==> src/core/walu_defs.svh <==
`ifndef WALU_DEFS_SVH
`define WALU_DEFS_SVH

// Operation codes from the decoder
`define WALU_OP_ADD 4'h0
`define WALU_OP_ADC 4'h1
`define WALU_OP_SBC 4'h2
`define WALU_OP_INC 4'h3
`define WALU_OP_RR 4'h4
`define WALU_OP_RL 4'h5
`define WALU_OP_AND 4'h6
`define WALU_OP_OR 4'h7
`define WALU_OP_NONZERO_TO_ONE_OP 4'h8
`define WALU_OP_MUL 4'h9
`define WALU_OP_MEM 4'ha
`define WALU_OP_NOP 4'hf

// Destination selects
`define WALU_DST_ACC 2'h0
`define WALU_DST_AUX 2'h1
`define WALU_DST_IX 2'h2
`define WALU_DST_IY 2'h3

// Clock counts
`define WALU_CLK_SHORT 4'h2
`define WALU_CLK_LONG 4'h4
`define WALU_CLK_MUL 4'hc
`define WALU_CLK_WR_INT 4'h2
`define WALU_CLK_WR_EXT 4'h3
`define WALU_CLK_RD 4'h2

// Flag bit positions
`define WALU_FLAG_C 0
`define WALU_FLAG_Z 1
`define WALU_FLAG_S 2
`define WALU_FLAG_V 3

`define WALU_ONE 16'h0001
`define WALU_ZERO16 16'h0000
`define WALU_SPACE_MEM 2'h0
`define WALU_SPACE_IOI 2'h1
`define WALU_SPACE_IOE 2'h2

`endif

==> src/core/walu_pkg.sv <==
package walu_pkg;

    typedef struct packed {
        logic [3:0] op;
        logic [1:0] dst;
        logic [15:0] dst_val;
        logic [15:0] src_val;
        logic [15:0] mpy_val;
        logic carry_in;
        logic alternate_destination_prefix;
        logic two_byte;
    } walu_req_t;

    typedef struct packed {
        logic [1:0] dst;
        logic wr_main;
        logic wr_alt;
        logic [15:0] value;
        logic wr_mpy;
        logic [15:0] mpy_value;
        logic flags_main;
        logic flags_alt;
        logic [3:0] flags;
    } walu_wb_t;

    typedef struct packed {
        logic [15:0] addr;
        logic [1:0] space;
        logic translate;
        logic write;
        logic [7:0] wdata;
    } walu_bus_t;

    typedef enum logic [1:0] {
        WALU_IDLE = 2'b00,
        WALU_BUSY = 2'b01,
        WALU_MUL = 2'b10
    } walu_state_t;

endpackage

==> src/core/walu_mul.sv <==
`timescale 1ns/10ps
`include "walu_defs.svh"

module walu_mul #(
    parameter int STEPS = 12
) (
    // Clock and reset
    input wire logic clock,
    input wire logic srst,
    // Operands
    input wire logic start,
    input wire logic signed [15:0] a,
    input wire logic signed [15:0] b,
    // Result
    output logic done,
    output logic [31:0] product
);
    logic [3:0] cnt_q;
    logic [3:0] cnt_d;
    logic [31:0] prod_q;
    logic [31:0] prod_d;
    logic done_q;
    logic done_d;

    always_comb
    begin
        cnt_d = cnt_q;
        prod_d = prod_q;
        done_d = 1'b0;
        if (start)
        begin
            prod_d = 32'(a) * 32'(b);
            // Done comes one clock early, the core registers it once more
            cnt_d = 4'(STEPS - 2);
        end
        else if (cnt_q != 4'h0)
        begin
            cnt_d = cnt_q - 4'h1;
            done_d = (cnt_q == 4'h1);
        end
    end

    always_ff @(posedge clock)
    begin
        if (srst)
        begin
            cnt_q <= 4'h0;
            prod_q <= 32'h0000_0000;
            done_q <= 1'b0;
        end
        else
        begin
            cnt_q <= cnt_d;
            prod_q <= prod_d;
            done_q <= done_d;
        end
    end

    assign done = done_q;
    assign product = prod_q;
endmodule

==> src/core/walu_core.sv <==
`timescale 1ns/10ps
`include "walu_defs.svh"

// How it works
// [RQ1] Add, add-with-carry, subtract-with-borrow and increment may target either index register.
// [RQ2] Register increment writes its target and leaves every flag alone.
// [RQ3] The alternate-destination prefix sends the result and flags to the alternate copies.
// [RQ4] Prefixed ops on an index register write the index and send only flags to the alternate.
// [RQ5] Right rotate through carry on acc, aux or index, and aux left rotate; 2 clocks, index 4.
// [RQ6] AND and OR of the aux pair into acc take 2 clocks, into an index register 4 clocks.
// [RQ7] Nonzero-to-one turns a nonzero value into 1, keeps zero, and sets flags from the result.
// [RQ8] Subtract-with-borrow removes source and carry; its carry out is the borrow.
// [RQ9] Signed multiply of multiplier and aux pairs: high to acc, low to multiplier, 12 clocks.
// [RQ10] An I/O prefix turns a memory access into an I/O access at the computed 16-bit address.
// [RQ11] I/O-prefixed accesses bypass address translation.
// [RQ12] Internal I/O writes finish in two clocks, memory and external I/O writes need three.
// [RQ13] Legacy mode: an I/O prefix leaks into a following acc-indexed single-byte op.
// [RQ14] By default the prefix affects only the instruction it precedes.
module walu_core #(
    parameter bit LEGACY_LEAK = 1'b0
) (
    // Clock and reset
    input wire logic clock,
    input wire logic srst,
    // Decoder request
    input wire logic req_valid,
    input wire walu_pkg::walu_req_t req,
    input wire logic [1:0] io_prefix,
    input wire logic acc_indexed,
    input wire logic [15:0] mem_addr,
    input wire logic mem_write,
    input wire logic [7:0] mem_wdata,
    // Status
    output logic busy,
    output logic done,
    // Register file writeback
    output walu_pkg::walu_wb_t wb,
    // Memory and I/O bus
    output logic bus_valid,
    output walu_pkg::walu_bus_t bus
);
    walu_pkg::walu_state_t st_q;
    walu_pkg::walu_state_t st_d;
    logic [3:0] cnt_q;
    logic [3:0] cnt_d;
    walu_pkg::walu_wb_t wb_q;
    walu_pkg::walu_wb_t wb_d;
    walu_pkg::walu_wb_t res_q;
    walu_pkg::walu_wb_t res_d;
    walu_pkg::walu_bus_t bus_q;
    walu_pkg::walu_bus_t bus_d;
    logic bus_v_q;
    logic bus_v_d;
    logic done_q;
    logic done_d;
    logic busy_q;
    logic busy_d;
    logic [1:0] leak_q;
    logic [1:0] leak_d;
    logic mul_start;
    logic mul_done;
    logic [31:0] mul_prod;
    logic [16:0] sum;
    logic [15:0] val;
    logic [3:0] fl;
    logic upd_flags;
    logic is_idx;
    logic [3:0] len;
    logic [1:0] space;

    walu_mul #(
        .STEPS(int'(`WALU_CLK_MUL))
    ) u_mul (
        .clock(clock),
        .srst(srst),
        .start(mul_start),
        .a(req.mpy_val),
        .b(req.src_val),
        .done(mul_done),
        .product(mul_prod)
    );

    assign is_idx = (req.dst == `WALU_DST_IX) || (req.dst == `WALU_DST_IY);
    assign mul_start = req_valid && (st_q == walu_pkg::WALU_IDLE) && (req.op == `WALU_OP_MUL);

    // Arithmetic and logic result
    always_comb
    begin
        sum = 17'h0_0000;
        val = req.dst_val;
        upd_flags = 1'b1;
        fl = 4'h0;
        unique case (req.op)
            `WALU_OP_ADD: sum = {1'b0, req.dst_val} + {1'b0, req.src_val}; // RQ1
            `WALU_OP_ADC: sum = {1'b0, req.dst_val} + {1'b0, req.src_val} + {16'h0, req.carry_in};
            `WALU_OP_SBC: // RQ8
                sum = {1'b0, req.dst_val} - {1'b0, req.src_val} - {16'h0, req.carry_in};
            `WALU_OP_INC:
            begin
                sum = {1'b0, req.dst_val} + {1'b0, `WALU_ONE};
                upd_flags = 1'b0; // RQ2
            end
            `WALU_OP_RR: sum = {req.dst_val[0], req.carry_in, req.dst_val[15:1]}; // RQ5
            `WALU_OP_RL: sum = {req.dst_val, req.carry_in}; // RQ5
            `WALU_OP_AND: sum = {1'b0, req.dst_val & req.src_val}; // RQ6
            `WALU_OP_OR: sum = {1'b0, req.dst_val | req.src_val}; // RQ6
            `WALU_OP_NONZERO_TO_ONE_OP:
                sum = {1'b0, (req.dst_val != `WALU_ZERO16) ? `WALU_ONE : `WALU_ZERO16}; // RQ7
            default: sum = {1'b0, req.dst_val};
        endcase
        val = sum[15:0];
        fl[`WALU_FLAG_C] = (req.op == `WALU_OP_AND || req.op == `WALU_OP_OR
            || req.op == `WALU_OP_NONZERO_TO_ONE_OP) ? 1'b0 : sum[16]; // RQ8
        fl[`WALU_FLAG_Z] = (val == `WALU_ZERO16); // RQ7
        fl[`WALU_FLAG_S] = val[15];
        fl[`WALU_FLAG_V] = (req.op == `WALU_OP_SBC)
            ? ((req.dst_val[15] != req.src_val[15]) && (val[15] != req.dst_val[15]))
            : ((req.dst_val[15] == req.src_val[15]) && (val[15] != req.dst_val[15]));
    end

    // Bus request: prefix selects space, translation bypassed for I/O
    always_comb
    begin
        space = `WALU_SPACE_MEM;
        if (io_prefix != `WALU_SPACE_MEM)
            space = io_prefix; // RQ10
        else if (LEGACY_LEAK && acc_indexed && (leak_q != `WALU_SPACE_MEM))
            space = leak_q; // RQ13
        len = (mem_write && space != `WALU_SPACE_IOI) ? `WALU_CLK_WR_EXT
            : (mem_write ? `WALU_CLK_WR_INT : `WALU_CLK_RD); // RQ12
        if (req.op != `WALU_OP_MEM && req.op != `WALU_OP_MUL)
            len = req.two_byte ? `WALU_CLK_LONG : `WALU_CLK_SHORT; // RQ5 RQ6
    end

    always_comb
    begin
        st_d = st_q;
        cnt_d = cnt_q;
        res_d = res_q;
        wb_d = wb_q;
        bus_d = bus_q;
        bus_v_d = 1'b0;
        done_d = 1'b0;
        leak_d = leak_q;
        wb_d.wr_main = 1'b0;
        wb_d.wr_alt = 1'b0;
        wb_d.wr_mpy = 1'b0;
        wb_d.flags_main = 1'b0;
        wb_d.flags_alt = 1'b0;
        unique case (st_q)
            walu_pkg::WALU_IDLE:
            begin
                if (req_valid)
                begin
                    // Prefix state lives one instruction only unless legacy mode
                    leak_d = io_prefix; // RQ14
                    res_d.dst = req.dst;
                    res_d.value = val;
                    res_d.flags = fl;
                    res_d.mpy_value = `WALU_ZERO16;
                    res_d.wr_mpy = 1'b0;
                    res_d.wr_main = (req.op != `WALU_OP_MEM) && (!req.alternate_destination_prefix || is_idx); // RQ4
                    res_d.wr_alt = (req.op != `WALU_OP_MEM) && req.alternate_destination_prefix && !is_idx; // RQ3
                    res_d.flags_main = (req.op != `WALU_OP_MEM) && upd_flags && !req.alternate_destination_prefix;
                    res_d.flags_alt = (req.op != `WALU_OP_MEM) && upd_flags && req.alternate_destination_prefix; // RQ3 RQ4
                    if (req.op == `WALU_OP_MEM)
                    begin
                        bus_d.addr = mem_addr; // RQ10
                        bus_d.space = space;
                        bus_d.translate = (space == `WALU_SPACE_MEM); // RQ11 RQ13
                        bus_d.write = mem_write;
                        bus_d.wdata = mem_wdata;
                        bus_v_d = 1'b1;
                    end
                    if (req.op == `WALU_OP_MUL)
                        st_d = walu_pkg::WALU_MUL;
                    else if (len == 4'h1)
                    begin
                        wb_d = res_d;
                        done_d = 1'b1;
                    end
                    else
                    begin
                        st_d = walu_pkg::WALU_BUSY;
                        cnt_d = len - 4'h2;
                    end
                end
            end
            walu_pkg::WALU_BUSY:
            begin
                if (cnt_q == 4'h0)
                begin
                    wb_d = res_q;
                    done_d = 1'b1;
                    st_d = walu_pkg::WALU_IDLE;
                end
                else
                    cnt_d = cnt_q - 4'h1;
            end
            walu_pkg::WALU_MUL:
            begin
                if (mul_done)
                begin
                    wb_d.dst = `WALU_DST_ACC; // RQ9
                    wb_d.value = mul_prod[31:16];
                    wb_d.wr_main = 1'b1;
                    wb_d.wr_mpy = 1'b1;
                    wb_d.mpy_value = mul_prod[15:0];
                    done_d = 1'b1;
                    st_d = walu_pkg::WALU_IDLE;
                end
            end
            default: st_d = walu_pkg::WALU_IDLE;
        endcase
        // Registered so the status output comes from a flop
        busy_d = (st_d != walu_pkg::WALU_IDLE);
    end

    always_ff @(posedge clock)
    begin
        if (srst)
        begin
            st_q <= walu_pkg::WALU_IDLE;
            cnt_q <= 4'h0;
            res_q <= '0;
            wb_q <= '0;
            bus_q <= '0;
            bus_v_q <= 1'b0;
            done_q <= 1'b0;
            busy_q <= 1'b0;
            leak_q <= `WALU_SPACE_MEM;
        end
        else
        begin
            st_q <= st_d;
            cnt_q <= cnt_d;
            res_q <= res_d;
            wb_q <= wb_d;
            bus_q <= bus_d;
            bus_v_q <= bus_v_d;
            done_q <= done_d;
            leak_q <= leak_d;
            busy_q <= busy_d;
        end
    end

    assign busy = busy_q;
    assign done = done_q;
    assign wb = wb_q;
    assign bus_valid = bus_v_q;
    assign bus = bus_q;
endmodule

==> config.mk <==
export PLATFORM = sky130hd
export DESIGN_NAME = walu_core
export DESIGN_NICKNAME = d
export VERILOG_FILES = /design/src/core/walu_pkg.sv /design/src/core/walu_mul.sv /design/src/core/walu_core.sv
export VERILOG_INCLUDE_DIRS = /design/src /design/src/core
export SDC_FILE = /design/constraint.sdc
export NUM_CORES = 1
export LEC_CHECK = 0
export BUFFER_PORTS_ARGS = -buffer_cell sky130_fd_sc_hd__buf_2
export CAP_MARGIN = 20
export CELL_PAD_IN_SITES_DETAIL_PLACEMENT = 0
export CELL_PAD_IN_SITES_GLOBAL_PLACEMENT = 1
export CORE_ASPECT_RATIO = 1.5
export CORE_MARGIN = 4
export CORE_UTILIZATION = 40
export CTS_CLUSTER_SIZE = 25
export DETAILED_ROUTE_END_ITERATION = 16
export HOLD_SLACK_MARGIN = 0.08
export PLACE_DENSITY_LB_ADDON = 0.1
export RECOVER_POWER = 25
export SLEW_MARGIN = 25
export SYNTH_ARGS = -nofsm -noshare
export SYNTH_HDL_FRONTEND = slang
export SYNTH_SLANG_ARGS = --single-unit
==> constraint.sdc <==
create_clock -name clock -period 19.4 [get_ports clock]
set_input_delay 0.97 -clock clock [delete_from_list [all_inputs] [get_ports clock]]
set_output_delay 0.97 -clock clock [all_outputs]
set_load 0.01 [all_outputs]
-- Word level (Yosys, flattened, before mapping)
Index checks and enable logic that the tools add are counted.
- register bits after elaboration: 143
- input bits: 88
- output and inout bits: 74
- word-level logic and storage cells: 150
- add/sub/neg operators: 8
- multipliers: 1
- eq/ne operators: 29
- muxes and demuxes: 39
- bitwise gates (word level): 5
- reductions and logical operators: 38
- operator list (kind ; count):
    43-bit 2-to-1 mux ; 4
    17-bit one-hot mux with 9 select lines ; 1
    33-bit one-hot mux with 3 select lines ; 1
    33-bit 2-to-1 mux ; 1
    16-bit by 16-bit multiplier with 32-bit output ; 1
    4-bit 2-to-1 mux ; 6
    16-bit by 1-bit adder with 17-bit output (second input constant) ; 1
    16-bit by 16-bit adder with 17-bit output ; 1
    17-bit by 1-bit adder with 17-bit output ; 1
    16-bit by 16-bit subtractor with 17-bit output ; 1
    17-bit by 1-bit subtractor with 17-bit output ; 1
    16-bit bitwise AND ; 1
    4-bit by 3-bit equality test with 1-bit output (second input constant) ; 4
    16-bit logical NOT ; 1
    16-bit OR ; 1
    16-bit nonzero test ; 1
    4-bit by 1-bit equality test with 1-bit output (second input constant) ; 3
    4-bit equality test (second input constant) ; 3
    1-bit logical AND ; 12
    2-bit 2-to-1 mux ; 6
    6-bit one-hot mux with 2 select lines ; 1
    1-bit 2-to-1 mux ; 11
    2-bit inequality test (second input constant) ; 5
    5-bit AND reduction ; 2
    28 further kinds ; 50

-- Depth between registers and ports, before layout
- depth in word-level cells: 12
- gate-level depth with buffers: 25
- gate-level depth less buffers: 24

-- By module
From an unflattened synthesis, not the netlist that was laid out.
- cell total of the unflattened synthesis: 2245
- area, all modules: 18963.2 um^2
- modules (own cells, without submodules) (module ; instances ; cells each ; area each (um^2) ; seq. area each (um^2)):
    walu_mul ; 1 ; 1238 ; 11280.8 ; 740.7
    walu_core ; 1 ; 1007 ; 7682.4 ; 2102.0

-- Worst setup path before layout
Ideal clock, no wire load.
- path type: input to register
- start: in req[26] (netlist name)
- end: reg u_mul.prod_q[29] (netlist: u_mul.product[29])
- data arrival time: 6762 ps
- path slack: 12507 ps
- stages on the path: 24
- buffers on the path: 2
- path through: clkbuf_1 -> clkbuf_1 -> nand2_1 -> fa_1 -> inv_1 -> fa_1 -> inv_1 -> fa_1 -> inv_1 -> fa_1 -> fa_1 -> inv_1 -> fa_1 -> inv_1 -> ha_1 -> inv_1 -> o21bai_1 -> a21o_1 -> a221o_1 -> a31oi_1 -> o21ai_0 -> and3_1 -> a2111oi_0 -> o41ai_1
- longest elaborated chain between the ends: 1
- RTL lines (what ; RTL line ; RTL):
    start, declared ; walu_core.sv:27 ; input wire walu_pkg::walu_req_t req,
    16-bit by 16-bit multiplier with 32-bit output ; walu_mul.sv:32 ; prod_d = 32'(a) * 32'(b);
    end signal, assigned ; walu_mul.sv:54 ; prod_q <= prod_d;
    end, declared ; walu_mul.sv:20 ; logic [31:0] prod_q;
Every way passes these cells.
A chain may end at the register's enable or synchronous reset.

-- Final worst setup path
- start: in req[21] (netlist name)
- end: reg u_mul.prod_q[29] (netlist: u_mul.product[29])
Same word-level chain as after synthesis.

==> out/results.tsv <==
metric	value	unit
fp.dieH	274	µm
fin_util	44.0	%
syn_area	0.0189	mm²
fp.dieArea	0.0508	mm²
start_util	40.4	%
n_fill_cell	4806	
r2r_slack	16.26	ns
cts_root_buf	clkbuf_16	
avgSynthCellArea	8.41	µm²
firstDrtPassIters	5	
instances_no_fill	2933	
synth.distinct_cells	84	
gp_congestion	0.877	
cts_hold_buf	0	
synth_ff_type	dfxtp_1	
reg2reg_to	res_q[1]$_SDFFE_PP0P_	
setup_viol	0	
clk_pin_slew	0.06	ns
crit_path_end_kind	flop	
critPathKind	in -> reg	
cts_htree_levels	4	
ys_seq_area_share	15.1	%
fin_ws	12.10	ns
boundaryPins	162	
violations	max-capacitance violations, max-slew violations	
coreArea	0.0467	mm²
hold_path.class	reg -> reg	
via_per_inst	5.37	
reg2reg_from	st_q[1]$_SDFF_PP0_	
cap_violations	1	
fin_setup_tns	0	ns
drive_above_1_share	8.25	%
period_share	37.6	%
die_w	185	µm
fin_crit	7.30	ns
grt_pass1_vias	16300	
grt_max_degree	86	
critPathMaxFanout	19	
outcome	finished, violations left	
wl_per_cell	19.6	µm
pre_cts_ws	11.64	ns
clkLatencyLatePin	0.42	ns
slowest_stage	fa_1	
vdd_drop_max	180	µV
holdPathStages	2	
antenna_found_initial	0	
slew-limit-headroom	-163	%
synth_edf_count	0	
gr-total-overflow	0	
dr_total_vias	15700	
max_freq	137	MHz
synth_async_sr_flop_share	0	%
tightest_slew	3.94	ns
synthesis.nets	2749	
cts_resized	0	
cp.required	19.68	ns
cts_tree	done	
dp_cells	2903	
arrival	7.58	ns
hpwl	45500	µm
cts_setup_buffers	0	
drt_first_iter_violations	967	
cts_buffers	17	
port_buffers	160	
slew_violations	86	
worstHoldStart	u_mul.product[0]$_SDFFE_PP0P_	
r2r_cells	12	
std_cell_rows	97	
areaGrowthSynthToFinish	8.93	%
p_per_area	180	mW/mm²
num_antenna_cells	0	
grt_pass1_wl	91200	µm
syn_inst	2244	
rsz0062_at_grt	no	
drtAntennaViolNets	0	
drc_errors	0	
finalHoldViolCount	0	
cpMostUsedCell	fa_1	
cts_buffer_depth	2	
synth_seq_cells	142	
cp_slowest_stage_delay	0.52	ns
grt_usage	22.7	%
routed_wirelength	57400	µm
min_to	u_mul.product[0]$_SDFFE_PP0P_	
yosysWarnings	0	
leakagePower	9.52	nW
critPathLaunchType	primary input	
numClockSinks	142	
path_cells	buf_2 > nand2_1 > fa_1 > fa_1 > fa_1 > inv_1 > fa_1 > fa_1 > inv_1 > fa_1 > inv_1 > ha_1 > a21o_1 > a21oi_1 > o21bai_1 > a21o_1 > a221o_1 > a31oi_1 > o21ai_0 > and3_1 > a2111oi_0 > o41ai_1	
clock_skew	0.00880	ns
nNetsFinal	2833	
-- how the worst max path moves through the flow --
stage,endpoint,from,depth (start not counted)
2_1_floorplan,u_mul.product[29]$_SDFFE_PP0P_,req[26],24
3_3_place_gp,u_mul.product[29]$_SDFFE_PP0P_,req[21],22
3_5_place_dp,u_mul.product[29]$_SDFFE_PP0P_,req[20],22
4_1_cts,u_mul.product[29]$_SDFFE_PP0P_,req[21],22
5_1_grt,u_mul.product[29]$_SDFFE_PP0P_,req[21],22
6_report,u_mul.product[29]$_SDFFE_PP0P_,req[21],22
-- final cells by class --
class / instances / area, µm² / area share (%)
clock buffer: 20 / 457 / 2.22
clock inverter: 10 / 67.6 / 0.329
inverter: 365 / 1370 / 6.66
multi-input combinational: 1627 / 14200 / 69.2
sequential: 142 / 2840 / 13.8
tap: 594 / 743 / 3.61
timing repair buffer: 175 / 860 / 4.18
-- critical path: cells and delay by family --
family,cells,cell delay (ns)
and+or+nand+nor,2,0.41
adders and majority gates,7,3.37
AOI/OAI and AO/OA,9,2.17
buffers and inverters,4,0.62
-- logic make-up (layout without fill, tap and decap cells) --
kind of cell / count (synthesis) / in the layout / share of synthesized area [%]
AOI/OAI and AO/OA: 400 / 400 / 14.5
muxes: 6 / 6 / 0.384
adders and majority gates: 417 / 417 / 38.2
buffers and inverters: 475 / 570 / 9.78
and+or+nand+nor: 733 / 733 / 18.7
DFF: 142 / 142 / 15.1
xor gates and xnor gates: 71 / 71 / 3.37
-- layer usage --
metal	global-route usage, %	up-vias	share of wire (%)
met5	0	-	0
met4	4.99	0	2.1
met3	1.65	66	3.6
met2	41.1	362	51
met1	29.5	7847	43
li1	-	7466	-
-- power by group --
part / switching (mW) / total [mW] / internal (mW) / leakage [nW]
Clock: 0.124 / 0.292 / 0.168 / 0.250
Combinational: 1.76 / 3.09 / 1.33 / 8.12
Sequential: 0.0137 / 0.325 / 0.312 / 1.15
-- registers in the layout (all words and copies together) (netlist names) --
| signal | count |
|---|---|
| bus_valid | 1 |
| busy | 1 |
| done | 1 |
| u_mul.cnt_q | 4 |
| cnt_q | 4 |
| u_mul.product | 32 |
| u_mul.done | 1 |
| bus | 28 |
| st_q | 2 |
| res_q | 25 |
| wb | 43 |
-- synthesized netlist by cell type (all sizes together), types with 17 or more instances --
cell type  count  area share (%)
xnor2         55             2.6
a21oi        113             3.0
clkbuf        86             1.7
buf           24            0.80
dfxtp        142              15
a211oi        20            0.87
nor3          50             1.4
and2         121             4.0
a31oi         18            0.60
inv          365             7.3
fa           265              28
nand2b        17            0.56
ha           152              10
nor2         120             2.4
a21o          30             1.2
nand2        306             6.1
nand3         33            0.87
o21ai         62             1.6
a22oi         23            0.91
-- stage by stage --
stage               total power, mW  instance area, µm²  hold slack (ns)
floorplan                      2.68               18900            0.420
global placement               3.44               20100            0.440
detailed placement             3.48               20100            0.444
CTS                            3.79               20600            0.452
global route                   4.18               20600            0.469
finish                         3.71               20600            0.450
-- layout by cell type, fill, tap and decap left out, drive strengths merged, types with 6 or more instances in the layout --
master	instances
o21bai	8
xnor2	55
nor2	120
nor3b	7
a222oi	16
a221o	6
or2	6
dfxtp	142
a31oi	18
o211a	6
nand2	306
o21ai	62
fa	265
nand2b	17
nor3	50
a211oi	20
inv	366
o221ai	7
a211o	7
nand4	6
a221oi	11
a21oi	113
buf	132
a22oi	23
nor4	16
nor4b	7
nor2b	8
o211ai	13
ha	152
and2	121
o21a	13
or3	11
and3	8
nand3	33
xor2	16
a21o	30
clkbuf	63
a2111oi	7
Power figures use the tool's default switching activity.
